### src/rtl/rtcfl_pkg.sv
package rtcfl_pkg;

    // ----------------------------------------
    // clocking
    // ----------------------------------------
    localparam int unsigned CLK_HZ = 25_000_000;
    localparam int unsigned CLK_MHZ = 25;
    localparam int unsigned OSC_HZ = 32768;
    // accumulator ticks at twice the oscillator so bit 0 is a 32768 Hz square
    localparam int unsigned ACC_W = 26;
    localparam logic [25:0] TICK_INC = 26'(2 * OSC_HZ);
    localparam logic [25:0] TICK_MOD = 26'(CLK_HZ);

    // ----------------------------------------
    // prescaler taps (counts ticks at 65536 Hz)
    // ----------------------------------------
    localparam int unsigned PRE_W = 16;
    localparam int unsigned PRE_BIT_32K = 0;
    localparam int unsigned PRE_BIT_1K = 5;
    localparam int unsigned PRE_BIT_1HZ = 15;
    localparam logic [15:0] MASK_4K = 16'h000F;
    localparam logic [15:0] MASK_64 = 16'h03FF;
    localparam logic [15:0] MASK_2HZ = 16'h7FFF;
    localparam logic [15:0] MASK_1HZ = 16'hFFFF;
    localparam logic [5:0] SEC_LAST = 6'h3B;

    // ----------------------------------------
    // release times of the interrupt pin
    // ----------------------------------------
    localparam int unsigned REL_LONG_US = 500_000;
    localparam int unsigned REL_SHORT_US = 7813;
    localparam int unsigned REL_LONG_CYC = REL_LONG_US * CLK_MHZ;
    localparam int unsigned REL_SHORT_CYC = REL_SHORT_US * CLK_MHZ;
    localparam int unsigned REL_W = 24;

    // ----------------------------------------
    // register map (index, byte address = index * 4)
    // ----------------------------------------
    localparam logic [3:0] IDX_TMR_LO = 4'hB;
    localparam logic [3:0] IDX_TMR_HI = 4'hC;
    localparam logic [3:0] IDX_EXT = 4'hD;
    localparam logic [3:0] IDX_FLAG = 4'hE;
    localparam logic [3:0] IDX_CTRL = 4'hF;

    localparam int unsigned EXT_WADA = 6;
    localparam int unsigned EXT_UPDATE_PERIOD_SEL = 5;
    localparam int unsigned EXT_RUN = 4;
    localparam int unsigned EXT_FSEL = 2;
    localparam int unsigned EXT_TSEL = 0;

    localparam int unsigned FLG_UPD = 5;
    localparam int unsigned FLG_TMR = 4;
    localparam int unsigned FLG_ALM = 3;
    localparam int unsigned FLG_EVT = 2;
    localparam int unsigned FLG_LOSS = 1;
    localparam int unsigned FLG_COMP = 0;

    localparam int unsigned CTL_CSEL = 6;
    localparam int unsigned CTL_UIE = 5;
    localparam int unsigned CTL_TIE = 4;
    localparam int unsigned CTL_AIE = 3;
    localparam int unsigned CTL_EIE = 2;
    localparam int unsigned CTL_CRST = 0;

    localparam logic [7:0] EXT_RST = 8'h00;
    localparam logic [7:0] CTRL_RST = 8'h40;
    localparam logic [3:0] TMR_HI_RST = 4'h0;
    localparam logic [7:0] TMR_LO_RST = 8'h00;
    localparam logic [7:0] EXT_WMASK = 8'h7F;
    localparam logic [7:0] CTRL_WMASK = 8'hFD;

    // half-second counts of the compensation interval
    localparam logic [6:0] COMP_HALF_0P5 = 7'h01;
    localparam logic [6:0] COMP_HALF_2 = 7'h04;
    localparam logic [6:0] COMP_HALF_10 = 7'h14;
    localparam logic [6:0] COMP_HALF_30 = 7'h3C;

    // ----------------------------------------
    // selector codes
    // ----------------------------------------
    typedef enum logic [1:0] {CLKOUT_32K, CLKOUT_1K, CLKOUT_1HZ, CLKOUT_32K_B} rtcfl_clkout_t;
    typedef enum logic [1:0] {SRC_4K, SRC_64, SRC_SEC, SRC_MIN} rtcfl_src_t;
    typedef enum logic [1:0] {COMP_0P5, COMP_2, COMP_10, COMP_30} rtcfl_comp_t;

endpackage

### src/rtl/rtcfl_tick.sv
`timescale 1ns/1ps
// fractional divider: one-cycle pulse at INC/MOD of the clock rate
module rtcfl_tick #(
    parameter int unsigned W = 26,
    parameter logic [W-1:0] INC = '0,
    parameter logic [W-1:0] MOD = '1
) (
    // clock and reset
    input wire logic sysClk,
    input wire logic rstN,
    // output
    output logic tick
);

    logic [W-1:0] acc;
    logic [W:0] sum;

    assign sum = {1'b0, acc} + {1'b0, INC};

    always_ff @(posedge sysClk or negedge rstN) begin
        if (!rstN) begin
            acc <= '0;
            tick <= 1'b0;
        end else if (sum >= {1'b0, MOD}) begin
            acc <= W'(sum - {1'b0, MOD});
            tick <= 1'b1;
        end else begin
            acc <= W'(sum);
            tick <= 1'b0;
        end
    end

endmodule

### src/rtl/rtcfl_sync.sv
`timescale 1ns/1ps
// three-stage synchroniser; a level is accepted once stages 2 and 3 agree
module rtcfl_sync #(
    parameter int unsigned W = 4
) (
    // clock and reset
    input wire logic sysClk,
    input wire logic rstN,
    // asynchronous inputs
    input wire logic [W-1:0] din,
    // synchronised level and rising-edge pulse
    output logic [W-1:0] level,
    output logic [W-1:0] rise
);

    logic [W-1:0] st1;
    logic [W-1:0] st2;
    logic [W-1:0] st3;

    always_ff @(posedge sysClk or negedge rstN) begin
        if (!rstN) begin
            st1 <= '0;
            st2 <= '0;
            st3 <= '0;
            level <= '0;
            rise <= '0;
        end else begin
            st1 <= din;
            st2 <= st1;
            st3 <= st2;
            for (int i = 0; i < W; i++) begin
                if (st2[i] == st3[i]) begin
                    level[i] <= st3[i];
                end
            end
            rise <= ~level & st3 & st2;
        end
    end

endmodule

### src/rtl/rtcfl_core.sv
// Our own choice: the Avalon-MM slave port.
`timescale 1ns/1ps
// Notes on behaviour
// - period select 0 gives second updates, 1 minute; pin releases after 500/7.813 ms.
// - writing run bit 1 starts the countdown from the preset value.
// - writing run bit 0 stops the countdown; no more timer events.
// - clock-out select 00 32768 Hz, 01 1024 Hz, 10 1 Hz, 11 32768 Hz.
// - countdown source 00 4096 Hz, 01 64 Hz, 10 seconds, 11 minutes.
// - flag bits 5..0 update, timer, alarm, event, loss, comp-stop; 7:6 zero.
// - update flag sets on update event, held until host writes 0.
// - timer flag sets on countdown event, held until host writes 0.
// - alarm flag sets on alarm match, held until 0 written.
// - event flag sets on event input, held until cleared, resets to 0.
// - data-loss flag sets on loss, reads 1 after reset, write 1 ignored.
// - comp-stop flag sets when compensation halts, 1 after reset, write 1 ignored.
// - control holds comp interval 7:6, enables 5..2, bit 1 zero, clock reset 0.
// - comp interval 00 0.5 s, 01 2 s default, 10 10 s, 11 30 s.
// - pin low on update event only with enable; enable 0 releases it.
// - update assertion releases by itself without any flag write.
// - pin is OR of update, timer, alarm sources each gated by enable.
module rtcfl_core #(
    parameter int unsigned RELEASE_LONG_CYC = rtcfl_pkg::REL_LONG_CYC,
    parameter int unsigned RELEASE_SHORT_CYC = rtcfl_pkg::REL_SHORT_CYC
) (
    // clock and reset
    input wire logic sys_clk,
    input wire logic rst_n,
    // avalon-mm slave
    input wire logic [5:0] avs_address,
    input wire logic avs_read,
    input wire logic avs_write,
    input wire logic [31:0] avs_writedata,
    input wire logic [3:0] avs_byteenable,
    output logic [31:0] avs_readdata,
    output logic avs_waitrequest,
    // event sources from outside the clock domain
    input wire logic alarmMatch,
    input wire logic eventIn,
    input wire logic dataLossIn,
    input wire logic compStopIn,
    // interrupt pin, open drain, active low
    output logic intPinOut,
    output logic intPinOe,
    // other outputs
    output logic clock_out_pin,
    output logic compStrobe,
    output logic clockResetActive,
    output logic alarmDaySel
);

    // ----------------------------------------
    // registers
    // ----------------------------------------
    logic [7:0] extension_config;
    logic [7:0] interrupt_and_comp_control;
    logic [5:0] event_flags;
    logic [7:0] presetLo;
    logic [3:0] presetHi;
    logic ack;
    logic wrStb;
    logic [3:0] regIdx;
    logic [7:0] wrByte;

    logic update_period_sel;
    logic countdown_run;
    logic [1:0] clkout_freq_sel;
    logic [1:0] countdown_source_sel;
    logic [1:0] comp_interval_sel;
    logic update_irq_enable;
    logic countdown_irq_enable;
    logic alarm_irq_enable;
    logic event_irq_enable;

    assign update_period_sel = extension_config[rtcfl_pkg::EXT_UPDATE_PERIOD_SEL];
    assign countdown_run = extension_config[rtcfl_pkg::EXT_RUN];
    assign clkout_freq_sel = extension_config[rtcfl_pkg::EXT_FSEL +: 2];
    assign countdown_source_sel = extension_config[rtcfl_pkg::EXT_TSEL +: 2];
    assign comp_interval_sel = interrupt_and_comp_control[rtcfl_pkg::CTL_CSEL +: 2];
    assign update_irq_enable = interrupt_and_comp_control[rtcfl_pkg::CTL_UIE];
    assign countdown_irq_enable = interrupt_and_comp_control[rtcfl_pkg::CTL_TIE];
    assign alarm_irq_enable = interrupt_and_comp_control[rtcfl_pkg::CTL_AIE];
    assign event_irq_enable = interrupt_and_comp_control[rtcfl_pkg::CTL_EIE];
    assign clockResetActive = interrupt_and_comp_control[rtcfl_pkg::CTL_CRST];
    assign alarmDaySel = extension_config[rtcfl_pkg::EXT_WADA];

    // ----------------------------------------
    // bus slave: one wait state, answer on the second cycle
    // ----------------------------------------
    assign regIdx = avs_address[5:2];
    assign wrByte = avs_writedata[7:0];
    assign avs_waitrequest = (avs_read | avs_write) & ~ack;
    assign wrStb = avs_write & ack & avs_byteenable[0];

    always_ff @(posedge sys_clk or negedge rst_n) begin
        if (!rst_n) begin
            ack <= 1'b0;
        end else begin
            ack <= (avs_read | avs_write) & ~ack;
        end
    end

    always_ff @(posedge sys_clk or negedge rst_n) begin
        if (!rst_n) begin
            avs_readdata <= '0;
        end else if (avs_read && !ack) begin
            case (regIdx)
                rtcfl_pkg::IDX_TMR_LO: avs_readdata <= {24'h000000, presetLo};
                rtcfl_pkg::IDX_TMR_HI: avs_readdata <= {28'h0000000, presetHi};
                rtcfl_pkg::IDX_EXT: avs_readdata <= {24'h000000, extension_config};
                rtcfl_pkg::IDX_FLAG: avs_readdata <= {26'h0000000, event_flags};
                rtcfl_pkg::IDX_CTRL: begin
                    avs_readdata <= {24'h000000, interrupt_and_comp_control};
                end
                default: avs_readdata <= '0;
            endcase
        end
    end

    always_ff @(posedge sys_clk or negedge rst_n) begin
        if (!rst_n) begin
            extension_config <= rtcfl_pkg::EXT_RST;
            interrupt_and_comp_control <= rtcfl_pkg::CTRL_RST;
            presetLo <= rtcfl_pkg::TMR_LO_RST;
            presetHi <= rtcfl_pkg::TMR_HI_RST;
        end else if (wrStb) begin
            case (regIdx)
                rtcfl_pkg::IDX_TMR_LO: presetLo <= wrByte;
                rtcfl_pkg::IDX_TMR_HI: presetHi <= wrByte[3:0];
                rtcfl_pkg::IDX_EXT: extension_config <= wrByte & rtcfl_pkg::EXT_WMASK;
                rtcfl_pkg::IDX_CTRL: begin
                    interrupt_and_comp_control <= wrByte & rtcfl_pkg::CTRL_WMASK;
                end
                default: ;
            endcase
        end
    end

    // ----------------------------------------
    // time base
    // ----------------------------------------
    logic tick;
    logic [15:0] pre;
    logic [5:0] secCnt;
    logic secEv;
    logic minEv;
    logic halfEv;
    logic ev4k;
    logic ev64;

    rtcfl_tick #(
        .W(rtcfl_pkg::ACC_W),
        .INC(rtcfl_pkg::TICK_INC),
        .MOD(rtcfl_pkg::TICK_MOD)
    ) u_tick (
        .sysClk(sys_clk),
        .rstN(rst_n),
        .tick(tick)
    );

    assign ev4k = tick && ((pre & rtcfl_pkg::MASK_4K) == rtcfl_pkg::MASK_4K);
    assign ev64 = tick && ((pre & rtcfl_pkg::MASK_64) == rtcfl_pkg::MASK_64);
    assign halfEv = tick && ((pre & rtcfl_pkg::MASK_2HZ) == rtcfl_pkg::MASK_2HZ);
    assign secEv = tick && (pre == rtcfl_pkg::MASK_1HZ);
    assign minEv = secEv && (secCnt == rtcfl_pkg::SEC_LAST);

    // clock reset holds the sub-second chain and stops the clock
    always_ff @(posedge sys_clk or negedge rst_n) begin
        if (!rst_n) begin
            pre <= '0;
            secCnt <= '0;
        end else if (clockResetActive) begin
            pre <= '0;
        end else if (tick) begin
            pre <= pre + 16'h0001;
            if (secEv) begin
                secCnt <= minEv ? 6'h00 : secCnt + 6'h01;
            end
        end
    end

    // ----------------------------------------
    // clock output
    // ----------------------------------------
    always_ff @(posedge sys_clk or negedge rst_n) begin
        if (!rst_n) begin
            clock_out_pin <= 1'b0;
        end else begin
            case (rtcfl_pkg::rtcfl_clkout_t'(clkout_freq_sel))
                rtcfl_pkg::CLKOUT_1K: clock_out_pin <= pre[rtcfl_pkg::PRE_BIT_1K];
                rtcfl_pkg::CLKOUT_1HZ: clock_out_pin <= pre[rtcfl_pkg::PRE_BIT_1HZ];
                default: clock_out_pin <= pre[rtcfl_pkg::PRE_BIT_32K];
            endcase
        end
    end

    // ----------------------------------------
    // compensation interval strobe
    // ----------------------------------------
    logic [6:0] compCnt;
    logic [6:0] compLast;

    always_comb begin
        case (rtcfl_pkg::rtcfl_comp_t'(comp_interval_sel))
            rtcfl_pkg::COMP_0P5: compLast = rtcfl_pkg::COMP_HALF_0P5;
            rtcfl_pkg::COMP_2: compLast = rtcfl_pkg::COMP_HALF_2;
            rtcfl_pkg::COMP_10: compLast = rtcfl_pkg::COMP_HALF_10;
            default: compLast = rtcfl_pkg::COMP_HALF_30;
        endcase
    end

    always_ff @(posedge sys_clk or negedge rst_n) begin
        if (!rst_n) begin
            compCnt <= '0;
            compStrobe <= 1'b0;
        end else begin
            compStrobe <= 1'b0;
            if (halfEv) begin
                if (compCnt + 7'h01 >= compLast) begin
                    compCnt <= '0;
                    compStrobe <= 1'b1;
                end else begin
                    compCnt <= compCnt + 7'h01;
                end
            end
        end
    end

    // ----------------------------------------
    // countdown timer
    // ----------------------------------------
    logic [11:0] tmrCnt;
    logic runLast;
    logic srcEv;
    logic tmrEv;

    always_comb begin
        case (rtcfl_pkg::rtcfl_src_t'(countdown_source_sel))
            rtcfl_pkg::SRC_4K: srcEv = ev4k;
            rtcfl_pkg::SRC_64: srcEv = ev64;
            rtcfl_pkg::SRC_SEC: srcEv = secEv;
            default: srcEv = minEv;
        endcase
    end

    assign tmrEv = countdown_run && runLast && srcEv && (tmrCnt == 12'h001);

    always_ff @(posedge sys_clk or negedge rst_n) begin
        if (!rst_n) begin
            tmrCnt <= '0;
            runLast <= 1'b0;
        end else begin
            runLast <= countdown_run;
            if (countdown_run && !runLast) begin
                tmrCnt <= {presetHi, presetLo};
            end else if (countdown_run && srcEv) begin
                if (tmrCnt == 12'h001) begin
                    tmrCnt <= {presetHi, presetLo};
                end else if (tmrCnt != 12'h000) begin
                    tmrCnt <= tmrCnt - 12'h001;
                end
            end
        end
    end

    // ----------------------------------------
    // external event inputs
    // ----------------------------------------
    logic [3:0] extLevel;
    logic [3:0] extRise;

    rtcfl_sync #(
        .W(4)
    ) u_sync (
        .sysClk(sys_clk),
        .rstN(rst_n),
        .din({alarmMatch, eventIn, dataLossIn, compStopIn}),
        .level(extLevel),
        .rise(extRise)
    );

    // ----------------------------------------
    // flags: set wins over a clear in the same cycle
    // ----------------------------------------
    logic updEv;
    logic [5:0] setVec;
    logic [5:0] clrVec;

    assign updEv = update_period_sel ? minEv : secEv;
    assign setVec = {updEv, tmrEv, extRise[3], extRise[2], extRise[1], extRise[0]};
    assign clrVec = (wrStb && regIdx == rtcfl_pkg::IDX_FLAG) ? ~wrByte[5:0] : 6'h00;

    always_ff @(posedge sys_clk or negedge rst_n) begin
        if (!rst_n) begin
            event_flags <= {4'h0, 2'h3};
        end else begin
            event_flags <= (event_flags & ~clrVec) | setVec;
        end
    end

    // ----------------------------------------
    // interrupt pin
    // ----------------------------------------
    logic [23:0] updRel;
    logic [23:0] tmrRel;
    logic updAct;
    logic tmrAct;
    logic almAct;

    always_ff @(posedge sys_clk or negedge rst_n) begin
        if (!rst_n) begin
            updAct <= 1'b0;
            updRel <= '0;
        end else if (!update_irq_enable) begin
            updAct <= 1'b0;
        end else if (updEv) begin
            updAct <= 1'b1;
            updRel <= update_period_sel ? rtcfl_pkg::REL_W'(RELEASE_SHORT_CYC)
                                        : rtcfl_pkg::REL_W'(RELEASE_LONG_CYC);
        end else if (updAct) begin
            updRel <= updRel - 24'h000001;
            if (updRel == 24'h000001) begin
                updAct <= 1'b0;
            end
        end
    end

    always_ff @(posedge sys_clk or negedge rst_n) begin
        if (!rst_n) begin
            tmrAct <= 1'b0;
            tmrRel <= '0;
        end else if (!countdown_irq_enable) begin
            tmrAct <= 1'b0;
        end else if (tmrEv) begin
            tmrAct <= 1'b1;
            tmrRel <= rtcfl_pkg::REL_W'(RELEASE_SHORT_CYC);
        end else if (tmrAct) begin
            tmrRel <= tmrRel - 24'h000001;
            if (tmrRel == 24'h000001) begin
                tmrAct <= 1'b0;
            end
        end
    end

    // alarm holds the pin until its flag or its enable is cleared
    assign almAct = alarm_irq_enable && event_flags[rtcfl_pkg::FLG_ALM];

    always_ff @(posedge sys_clk or negedge rst_n) begin
        if (!rst_n) begin
            intPinOe <= 1'b0;
        end else begin
            intPinOe <= updAct | tmrAct | almAct;
        end
    end

    assign intPinOut = 1'b0;

endmodule

### config.mk
export PLATFORM = sky130hd
export DESIGN_NAME = rtcfl_core
export DESIGN_NICKNAME = d
export VERILOG_FILES = /design/src/rtl/rtcfl_pkg.sv /design/src/rtl/rtcfl_tick.sv /design/src/rtl/rtcfl_sync.sv /design/src/rtl/rtcfl_core.sv
export SDC_FILE = /design/constraint.sdc
export NUM_CORES = 1
export LEC_CHECK = 0
export BUFFER_PORTS_ARGS = -buffer_cell sky130_fd_sc_hd__buf_2
export CAP_MARGIN = 5
export CORE_ASPECT_RATIO = 0.8
export CORE_MARGIN = 2
export CORE_UTILIZATION = 35
export DETAILED_ROUTE_END_ITERATION = 16
export GPL_TIMING_DRIVEN = 0
export PLACE_DENSITY = 0.61
export SYNTH_ARGS = -nofsm -noshare
export SYNTH_HDL_FRONTEND = slang
export SYNTH_HIERARCHICAL = 1
export SYNTH_SLANG_ARGS = --single-unit
### constraint.sdc
create_clock -name sys_clk -period 2.9 [get_ports sys_clk]
set_clock_uncertainty 0.15 [all_clocks]
set_input_delay 0.29 -clock sys_clk [delete_from_list [all_inputs] [get_ports sys_clk]]
set_output_delay 0.29 -clock sys_clk [all_outputs]
set_load 0.03 [all_outputs]
======== Word level (Yosys, flattened, before mapping) ========
Cells that the tools add are included.
operators by class
  add/subtract/negate cells ............... 8
  $lt $le $gt $ge ......................... 2
  eq/ne operators ......................... 23
  muxes and demuxes ....................... 31
  bitwise gates (word level) .............. 15
  reduce and logical (&&, ||, !) cells .... 31
operators with widths
  kind                    number
  $mux 24                 5
  $eq 24x1->1 const B     2
  $mux 12                 4
  $sub 24x1->24 const B   2
  $pmux 8 s5              1
  $mux 16                 2
  $add 26x17->27 const B  1
  $ge 27x25->1 const B    1
  $mux 26                 1
  $sub 26x25->26 const B  1
  $eq 4x4->1 const B      6
  $pmux 6 s3              1
  $add 16x1->16 const B   1
  $eq 16x16->1 const B    1
  $eq 15x15->1 const B    1
  $reduce_and 2->1        7
  $logic_and 1x1->1       13
  $eq 12x1->1 const B     1
  $mux 1                  12
  $mux 6                  2
  $not 6->6               2
  $reduce_bool 12->1      1
  $sub 12x1->12 const B   1
  $eq 10x10->1 const B    1
  22 further kinds        40
storage, ports and cells
  register bits after elaboration ......... 207
  logic and storage cells ................. 139

======== Longest topological paths before layout ========
Gate-level depths: netlist of the first run.
  depth after elaboration ................. 8
  depth in mapped cells ................... 11

======== Cells and area by module ========
Netlist of the first run, hierarchy kept.
modules (own cells, without submodules)
  module      instances  cells each  area each (µm²)  seq. area each (µm²)
  rtcfl_core  1          775         7410.9           3407.0
  rtcfl_tick  1          155         1437.6           525.5
  rtcfl_sync  1          28          585.6            500.5

======== Least setup slack after synthesis of the first run ========
Ideal clock, no wire load.
  path type ............................... reg2reg
  start ................................... reg compCnt[0]
  end ..................................... reg compCnt[0]
  setup time .............................. 0.083 ns
  arrival ................................. 2.399 ns
  slack ................................... 0.268 ns
  stages on the path, launching flop included .. 10
  buffers on the path ..................... 0
  cell sequence ........................... dfrtp_1 > ha_1 > xor2_1 > ha_1 > or4b_2 > o211ai_1 > a21oi_1 > nor3_1 > nand2_1 > o21ai_0
on the way
  cells in the longest elaborated chain, start to end .. 3
ends and longest elaborated chain
  item                      RTL line                              text
  start: declaration        rtcfl_core.sv:199                     logic [6:0] compCnt;
  start signal: assignment  rtcfl_core.sv:222                     compCnt <= compCnt + 7'h01;
  $add 7x1->7 *             rtcfl_core.sv:218, rtcfl_core.sv:222
  $ge 7x7->1                rtcfl_core.sv:218                     if (compCnt + 7'h01 >= compLast) begin
  $mux 7 *                  rtcfl_core.sv:218
Mark *: on every way between the ends. The rest lies on a longest branch, timed or not.
A chain may end at the register's enable or synchronous reset.

======== Worst setup path in the final report of the first run ========
  start ................................... reg u_tick.acc[16]
  end ..................................... reg u_tick.acc[22]
on the way
  cells in the longest elaborated chain, start to end .. 3
ends and longest elaborated chain
  item                                            RTL line                            text
  start: declaration                              rtcfl_tick.sv:15                    logic [W-1:0] acc;
  start signal: assignment                        rtcfl_tick.sv:25                    acc <= W'(sum - {1'b0, MOD});
  start signal: assignment                        rtcfl_tick.sv:28                    acc <= W'(sum);
  $add 26x17->27 *                                rtcfl_tick.sv:18                    assign sum = {1'b0, acc} + {1'b0, INC};
  $sub 26x25->26 or $ge 27x25->1 (tied branches)  rtcfl_tick.sv:25, rtcfl_tick.sv:24
  $mux 26 *                                       rtcfl_tick.sv:24                    end else if (sum >= {1'b0, MOD}) begin
Marks and branches as above.

==> results of run 1 <==
## timing repair
item                       in CTS  in global routing
hold buffers                   12                  0
cloned                          0                  0
setup endpoints to repair      13                 51
resized for setup               3                 22
pin swaps                       2                  6
hold endpoints to repair       85                  0
setup buffers                   3                  7
## cells in the final DEF (no fill, tap or decap), drive strengths merged, types with 7 or more instances in the layout
master	Yosys	final
dfrtp	174	174
nor2	93	93
nand2	90	90
buf	37	83
a21oi	54	54
o21ai	53	53
nand3	38	38
xnor2	37	37
clkbuf	17	36
nor3	33	33
inv	24	27
conb	1	25
mux2	23	23
nand4	21	21
nor4	21	21
ha	20	20
xor2	17	17
or3	15	15
nand2b	13	13
a21o	12	12
dlygate4sd3	0	12
o22a	10	10
nor3b	10	10
clkinv	2	8
o21a	7	7
a222oi	7	7
o22ai	7	7
a311oi	7	7
## power by group
group          internal [mW]  switching, mW  leakage (nW)
Clock                   1.43           1.02         0.311
Sequential              2.63          0.169          2.34
Combinational          0.329          0.541          2.44
## how the worst max path moves through the flow
stage                         startpoint             endpoint  slack (ns)  cells past startpoint
after global routing      u_tick/acc[16]       u_tick/acc[22]        0.02                      9
after floorplan               compCnt[0]           compCnt[0]        0.27                      9
final                     u_tick/acc[16]       u_tick/acc[22]        0.11                      9
after detailed placement  avs_address[4]  extension_config[1]       -0.11                      6
after CTS                 u_tick/acc[16]       u_tick/acc[22]        0.02                     10
after global placement             rst_n       u_tick/acc[25]       -1.61                      1
## metal layers
metal  global-route usage  vias up  wire (µm)
met1               0.2451     3774      11380
met2               0.2517      198      10120
met5                    0        -          0
met4              0.04331        0        250
li1                     -     3656          -
met3              0.03012       18       1134
## cell families (layout without fill, tap and decap cells)
family                   Yosys count  in the layout
flip-flops                       177            177
buffers and inverters             80            169
AND/OR/NAND/NOR                  377            377
AO/OA/AOI/OAI                    217            217
XOR/XNOR                          54             54
multiplexers                      28             28
other                              1             25
adder cells (fa/ha/maj)           24             24
## through the flow
stage / power, mW / setup slack, ns / setup TNS [ns]
after floorplan: 3.373 / 0.2683 / 0
after global placement: 3.635 / -1.610 / -278.70
after detailed placement: 3.661 / -0.1108 / -0.6964
after CTS: 6.134 / 0.01886 / 0
after global routing: 6.401 / 0.02165 / 0
final: 6.119 / 0.1088 / 0
## final cells by class
type | instances | area [µm²]
Fill cell | 2586 | 15300
Multi-Input combinational cell | 725 | 4745
Sequential cell | 177 | 4436
Clock buffer | 20 | 466.7
Tap cell | 357 | 446.7
Timing Repair Buffer | 59 | 412.9
Buffer | 52 | 334.1
Clock inverter | 12 | 153.9
Inverter | 26 | 102.6
## registers in the layout, summed over array words and instances, names as in the netlist, 6 cells and up
register / count
tmrRel: 24
updRel: 24
u_tick/acc: 20
pre: 16
tmrCnt: 12
avs_readdata: 8
presetLo: 8
compCnt: 7
extension_config: 7
interrupt_and_comp_control: 7
event_flags: 6
secCnt: 6
==> impl_metrics.prom, run 1 <==
# TYPE chip_impl_metric gauge
chip_impl_info{name="run_status",value="complete, no violations"} 1
chip_impl_info{name="cts_tree",value="yes"} 1
chip_impl_metric{name="grt_start_max_net_pins",unit=""} 105
chip_impl_metric{name="synth-seq-cells",unit=""} 177
chip_impl_metric{name="synth_async_sr_flop_share",unit=""} 1.000
chip_impl_metric{name="total_leakage_power",unit="nW"} 5.093
chip_impl_info{name="crit_chain",value="ha_1, or4_4, a32oi_4, nand2_2, o31a_4, inv_6, buf_12, nand3_1, xnor2_1"} 1
chip_impl_metric{name="synth_adder_area_share",unit=""} 0.03130
chip_impl_metric{name="final_core_utilization",unit=""} 0.4205
chip_impl_info{name="crit_family",value="simple AND/OR/NAND/NOR gates"} 1
chip_impl_info{name="post-synth-top-count-cell",value="sky130_fd_sc_hd__dfrtp_1"} 1
chip_impl_metric{name="cts_made_buffers",unit=""} 17
chip_impl_metric{name="antenna_found_initial",unit=""} 0
chip_impl_metric{name="syn_avg_cell_area",unit="µm²"} 9.848
chip_impl_info{name="worst_setup_path_end_kind",value="flop"} 1
chip_impl_metric{name="drt-total-wl",unit="µm"} 22890
chip_impl_metric{name="cts.htree.levels",unit=""} 4
chip_impl_metric{name="synth.top_cell.area_share",unit=""} 0.4615
chip_impl_metric{name="boundaryPins",unit=""} 89
chip_impl_metric{name="die-area",unit="µm²"} 28290
chip_impl_metric{name="synthDistinctLibCells",unit=""} 92
chip_impl_info{name="worstSetupPathType",value="flop to flop"} 1
chip_impl_info{name="ctsRootBufferMaster",value="sky130_fd_sc_hd__clkbuf_16"} 1
chip_impl_metric{name="chipWidth",unit="µm"} 187.6
chip_impl_metric{name="final_area",unit="µm²"} 11100
chip_impl_metric{name="detail-route-antenna-nets",unit=""} 0
chip_impl_metric{name="synthXorXnorAreaFrac",unit=""} 0.05013
chip_impl_metric{name="drt_first_pass_iters",unit=""} 6
chip_impl_metric{name="final.min_clock_period",unit="ns"} 2.791
chip_impl_info{name="worstHoldPathType",value="primary input to flop"} 1
chip_impl_metric{name="fin_hold_ws",unit="ns"} 0.04685
chip_impl_metric{name="num_rows",unit=""} 53
chip_impl_metric{name="slowest_delay",unit="ns"} 0.54
chip_impl_metric{name="drc_errors",unit=""} 0
chip_impl_metric{name="maximum_clock_path_buffer_count",unit=""} 2
chip_impl_metric{name="dp_cells",unit=""} 1375
chip_impl_metric{name="final_cell_count_no_fill",unit=""} 1428
chip_impl_metric{name="timing.reg2reg.worst_path_depth",unit=""} 9
chip_impl_info{name="synth_top_cells_by_area",value="sky130_fd_sc_hd__dfrtp_1, sky130_fd_sc_hd__nor2_1, sky130_fd_sc_hd__nand2_1"} 1
chip_impl_metric{name="worstHoldPathCells",unit=""} 2
chip_impl_metric{name="setup_viol_count_final",unit=""} 0
chip_impl_metric{name="synth_mux_area_frac",unit=""} 0.03276
chip_impl_info{name="timing.critical_path.slowest_stage_cell",value="sky130_fd_sc_hd__or4_4"} 1
chip_impl_metric{name="globalRoute.totalOverflow",unit=""} 0
chip_impl_metric{name="path_clk_slew",unit="ns"} 0.07
chip_impl_metric{name="slew_viol_final",unit=""} 0
chip_impl_metric{name="placedInstanceArea",unit="µm²"} 10190
chip_impl_info{name="timing.rr.start",value="u_tick/acc[16]"} 1
chip_impl_info{name="startpoint_type",value="flop"} 1
chip_impl_metric{name="cts_sink_count",unit=""} 177
chip_impl_metric{name="timing.critical_path.arrival",unit="ns"} 2.95
chip_impl_metric{name="postSynthCellCount",unit=""} 958
chip_impl_metric{name="first_global_vias",unit=""} 7253
chip_impl_metric{name="post_synthesis_compound_gate_area_fraction",unit=""} 0.1607
chip_impl_metric{name="port_buffers",unit=""} 34
chip_impl_metric{name="start_util",unit=""} 0.3574
chip_impl_metric{name="die_h",unit="µm"} 150.8
chip_impl_info{name="timing.hold.worst_endpoint",value="interrupt_and_comp_control[0]"} 1
chip_impl_metric{name="antenna_cells",unit=""} 0
chip_impl_metric{name="period_share",unit=""} 0.9625
chip_impl_metric{name="synth-simple-area-share",unit=""} 0.2081
chip_impl_info{name="unrepaired_setup_endpoints_after_global_routing",value="no"} 1
chip_impl_info{name="post_synth_most_frequent_cells",value="sky130_fd_sc_hd__dfrtp_1, sky130_fd_sc_hd__nor2_1, sky130_fd_sc_hd__nand2_1"} 1
chip_impl_info{name="cell_taking_the_most_area_after_synthesis",value="sky130_fd_sc_hd__dfrtp_1"} 1
chip_impl_info{name="dominantRegCellSynth",value="sky130_fd_sc_hd__dfrtp_1"} 1
chip_impl_metric{name="drt_first_iter_violations",unit=""} 514
chip_impl_info{name="hold_path.startpoint",value="avs_writedata[0]"} 1
chip_impl_metric{name="cellPowerDensity",unit="nW/µm²"} 551.4
chip_impl_metric{name="crit_path_max_fanout",unit=""} 10
chip_impl_metric{name="ys_seq_area_frac",unit=""} 0.4699
chip_impl_metric{name="clkLatencyLatePin",unit="ns"} 0.43
chip_impl_metric{name="achievable-frequency",unit="GHz"} 0.3583
chip_impl_metric{name="maxSlewHeadroom",unit=""} 0.3428
chip_impl_metric{name="path_buf_inv",unit=""} 2
chip_impl_metric{name="reg2reg_setup_slack",unit="ns"} 0.11
chip_impl_metric{name="viasPerCell",unit=""} 5.354
chip_impl_metric{name="routabilityCongestion",unit=""} 0.8879
chip_impl_metric{name="nets",unit=""} 1128
chip_impl_metric{name="routed_wire_length_per_instance",unit="µm"} 16.03
chip_impl_metric{name="slew_worst_pin",unit="ns"} 0.9804
chip_impl_info{name="dominant_combinational_cell_family_by_area_after_synthesis",value="simple AND/OR/NAND/NOR gates"} 1
chip_impl_metric{name="synth.cell_area",unit="µm²"} 9434
chip_impl_metric{name="synth-edff-count",unit=""} 0
chip_impl_metric{name="coreArea",unit="µm²"} 26390
chip_impl_metric{name="hpwl",unit="µm"} 15630
chip_impl_metric{name="ys_warn_count",unit=""} 6
chip_impl_metric{name="final_hold_viol_count",unit=""} 0
chip_impl_metric{name="vias",unit=""} 7646
chip_impl_metric{name="grtUsageTotal",unit=""} 0.1662
chip_impl_metric{name="cap_viol_max_count",unit=""} 0
chip_impl_metric{name="syn_to_final_growth",unit="%"} 17.63
chip_impl_info{name="crit-reg2reg-capture",value="u_tick/acc[22]"} 1
chip_impl_metric{name="grt_pass1_wl",unit="µm"} 37770
chip_impl_metric{name="ir_drop",unit="mV"} 0.3461
chip_impl_metric{name="final_layout_size_suffix_gt1_frac",unit=""} 0.1839
chip_impl_metric{name="endpoint_required_time_on_the_critical_path",unit="ns"} 3.06
No activity file was read; power rests on OpenSTA's default activity.
==> inputs of run 2 (changes only) <==
Settings changed: RECOVER_POWER set to 25.
==> run 2 against run 1 <==
  * Sequential share of layout area is 0.054 points higher
  * The flow now finishes with violations (capacitance limit, slew limit)
  * Die area stayed put
  * Combinational power hardly changed
  * Routed wire length is 0.17% lower
  * Global-route usage stayed put
  * First-iteration DRC count is 9.5% lower
  * Highest routed layer unchanged
  * Critical endpoint unchanged
  * Via count is 0.26% lower
  * Clock power hardly changed
  * Count of clock-buffer cells in the layout stayed put
  * Non-clock buffer count stayed put
  * Sequential power hardly changed
  * Register-to-register slack hardly changed
==> impl_metrics.prom, run 2 (same netlist as run 1, synthesis figures left out) <==
# TYPE chip_impl_metric gauge
chip_impl_metric{name="achievable-frequency",unit="GHz"} 0.3584
chip_impl_metric{name="total_leakage_power",unit="nW"} 5.085
chip_impl_metric{name="globalRoute.totalOverflow",unit=""} 0
chip_impl_info{name="violations",value="capacitance limit, slew limit"} 1
chip_impl_metric{name="pre_cts_slack",unit="ns"} -0.1108
chip_impl_metric{name="boundaryPins",unit=""} 89
chip_impl_metric{name="final_area",unit="µm²"} 11080
chip_impl_metric{name="maxSlewHeadroom",unit=""} -0.2749
chip_impl_metric{name="gr-usage-met1",unit=""} 0.2451
chip_impl_metric{name="start_util",unit=""} 0.3574
chip_impl_metric{name="placedInstanceArea",unit="µm²"} 10190
chip_impl_metric{name="path_clk_slew",unit="ns"} 0.07
chip_impl_metric{name="drt_first_iter_violations",unit=""} 465
chip_impl_metric{name="slew_viol_final",unit=""} 74
chip_impl_metric{name="syn_to_final_growth",unit="%"} 17.47
chip_impl_metric{name="hpwl",unit="µm"} 15630
chip_impl_metric{name="clkLatencyLatePin",unit="ns"} 0.43
chip_impl_metric{name="crit_path_max_fanout",unit=""} 10
chip_impl_metric{name="drt_first_pass_iters",unit=""} 7
chip_impl_metric{name="routabilityCongestion",unit=""} 0.8879
chip_impl_metric{name="use_met3",unit=""} 0.03012
chip_impl_metric{name="drt-total-wl",unit="µm"} 22850
chip_impl_metric{name="chipWidth",unit="µm"} 187.6
chip_impl_info{name="ctsRootBufferMaster",value="sky130_fd_sc_hd__clkbuf_16"} 1
chip_impl_metric{name="cap_viol_max_count",unit=""} 1
chip_impl_metric{name="detail-route-antenna-nets",unit=""} 0
chip_impl_metric{name="final_cell_count_no_fill",unit=""} 1428
chip_impl_info{name="worstSetupPathType",value="flop to flop"} 1
chip_impl_metric{name="viasPerCell",unit=""} 5.340
chip_impl_metric{name="routed_wire_length_per_instance",unit="µm"} 16.00
chip_impl_info{name="run_status",value="finished, violations left"} 1
chip_impl_metric{name="vias",unit=""} 7626
chip_impl_metric{name="final_layout_size_suffix_gt1_frac",unit=""} 0.1802
chip_impl_metric{name="die-area",unit="µm²"} 28290
chip_impl_info{name="unrepaired_setup_endpoints_after_global_routing",value="no"} 1
chip_impl_metric{name="final.min_clock_period",unit="ns"} 2.790
chip_impl_metric{name="antenna_found_initial",unit=""} 0
chip_impl_metric{name="grtUsageTotal",unit=""} 0.1662
chip_impl_metric{name="filler_cell_count",unit=""} 2590
chip_impl_info{name="worstHoldPathType",value="primary input to flop"} 1
chip_impl_metric{name="slew_worst_pin",unit="ns"} 1.912
chip_impl_info{name="layout_commonest_cell",value="sky130_fd_sc_hd__dfrtp_1"} 1
chip_impl_metric{name="setup_viol_count_final",unit=""} 0
chip_impl_info{name="busiest_layer",value="met2"} 1
chip_impl_info{name="worst_setup_path_end_kind",value="flop"} 1
chip_impl_metric{name="grt_start_max_net_pins",unit=""} 105
chip_impl_metric{name="grt.met2_usage",unit=""} 0.2517
chip_impl_metric{name="first_global_vias",unit=""} 7253
chip_impl_info{name="startpoint_type",value="flop"} 1
chip_impl_metric{name="ir_drop",unit="mV"} 0.3469
chip_impl_metric{name="dp_cells",unit=""} 1375
chip_impl_metric{name="cellPowerDensity",unit="nW/µm²"} 551.5
chip_impl_metric{name="antenna_cells",unit=""} 0
chip_impl_metric{name="port_buffers",unit=""} 34
chip_impl_metric{name="timing.final.ws_setup",unit="ns"} 0.1096
chip_impl_metric{name="endpoint_required_time_on_the_critical_path",unit="ns"} 3.06
chip_impl_metric{name="final_hold_viol_count",unit=""} 0
chip_impl_metric{name="period_share",unit=""} 0.9622
chip_impl_metric{name="grt_pass1_wl",unit="µm"} 37770
chip_impl_metric{name="drc_errors",unit=""} 0
chip_impl_metric{name="maximum_clock_path_buffer_count",unit=""} 2
chip_impl_metric{name="coreArea",unit="µm²"} 26390
chip_impl_metric{name="num_rows",unit=""} 53
chip_impl_metric{name="cts_made_buffers",unit=""} 17
chip_impl_info{name="cts_tree",value="yes"} 1
chip_impl_metric{name="timing.critical_path.arrival",unit="ns"} 2.95
chip_impl_metric{name="nets",unit=""} 1128
chip_impl_info{name="largestRegisters",value="tmrRel (24), updRel (24), u_tick/acc (20)"} 1
chip_impl_metric{name="die_h",unit="µm"} 150.8
chip_impl_metric{name="cts.htree.levels",unit=""} 4
chip_impl_metric{name="cts_sink_count",unit=""} 177
chip_impl_info{name="most-common-layout-cells",value="sky130_fd_sc_hd__dfrtp_1, sky130_fd_sc_hd__nor2_1, sky130_fd_sc_hd__nand2_1, sky130_fd_sc_hd__a21oi_1, sky130_fd_sc_hd__o21ai_0"} 1
[run 2: final cells by class]
type	instances	area (µm²)	area share
inverters	26	102.6	0.009258
multi-input cells	725	4740	0.4277
clock inverters	12	153.9	0.01389
clock buffers	20	466.7	0.04211
flip-flops and latches	177	4436	0.4002
well taps	357	446.7	0.04031
repair buffers	59	402.9	0.03636
plain buffers	52	334.1	0.03015
[run 2: through the flow]
step	util	hold WS (ns)	total power, mW	TNS [ns]
CTS	0.4155	0.03273	6.134	0
floorplan	-	-0.1556	3.373	0
global route	0.4199	0.04284	6.398	0
detailed placement	0.3860	0.1577	3.661	-0.6964
global placement	0.3842	0.1847	3.635	-278.70
finish	0.4199	0.04646	6.112	0
[run 2: what timing repair did]
action / 4_1_cts / 5_1_grt
hold buffers: 12 / 0
hold endpoints to repair: 85 / 0
buffers inserted: 3 / 7
gates resized for setup: 3 / 22
pin swaps: 2 / 6
endpoints found under the setup margin: 13 / 51
[run 2: final timing paths]
| check | end | from | depth (start not counted) | slack, ns |
|---|---|---|---|---|
| min reg2reg | u_sync/st2[1] | u_sync/st1[1] | 0 | 0.21 |
| min | interrupt_and_comp_control[0] | avs_writedata[0] | 2 | 0.05 |
| min in group asynchronous | compStrobe | rst_n | 2 | 0.77 |
| max | u_tick/acc[22] | u_tick/acc[16] | 9 | 0.11 |
| max in group asynchronous | u_tick/acc[17] | rst_n | 3 | 0.50 |
| max reg2reg | u_tick/acc[22] | u_tick/acc[16] | 9 | 0.11 |
[run 2: worst max-delay path: stages, from the launching register on]
cell and delay [ns]:
sky130_fd_sc_hd__dfrtp_2 0.42, sky130_fd_sc_hd__ha_1 0.32, sky130_fd_sc_hd__or4_4 0.54, sky130_fd_sc_hd__a32oi_4 0.29
sky130_fd_sc_hd__nand2_2 0.09, sky130_fd_sc_hd__o31a_4 0.40, sky130_fd_sc_hd__inv_6 0.10, sky130_fd_sc_hd__buf_12 0.13
sky130_fd_sc_hd__nand3_1 0.09, sky130_fd_sc_hd__xnor2_1 0.14
[run 2: metal layers]
layer | wire length (µm) | up-vias
met5 | 0 | -
met2 | 10080 | 180
met1 | 11440 | 3776
li1 | - | 3652
met3 | 1086 | 18
met4 | 248 | 0
[run 2: where the power goes]
part	total, mW	switching (mW)	internal, mW	leakage (nW)
registers	2.80	0.167	2.63	2.34
logic	0.867	0.540	0.327	2.44
clock network	2.45	1.01	1.43	0.311
total	6.11	1.72	4.39	5.09
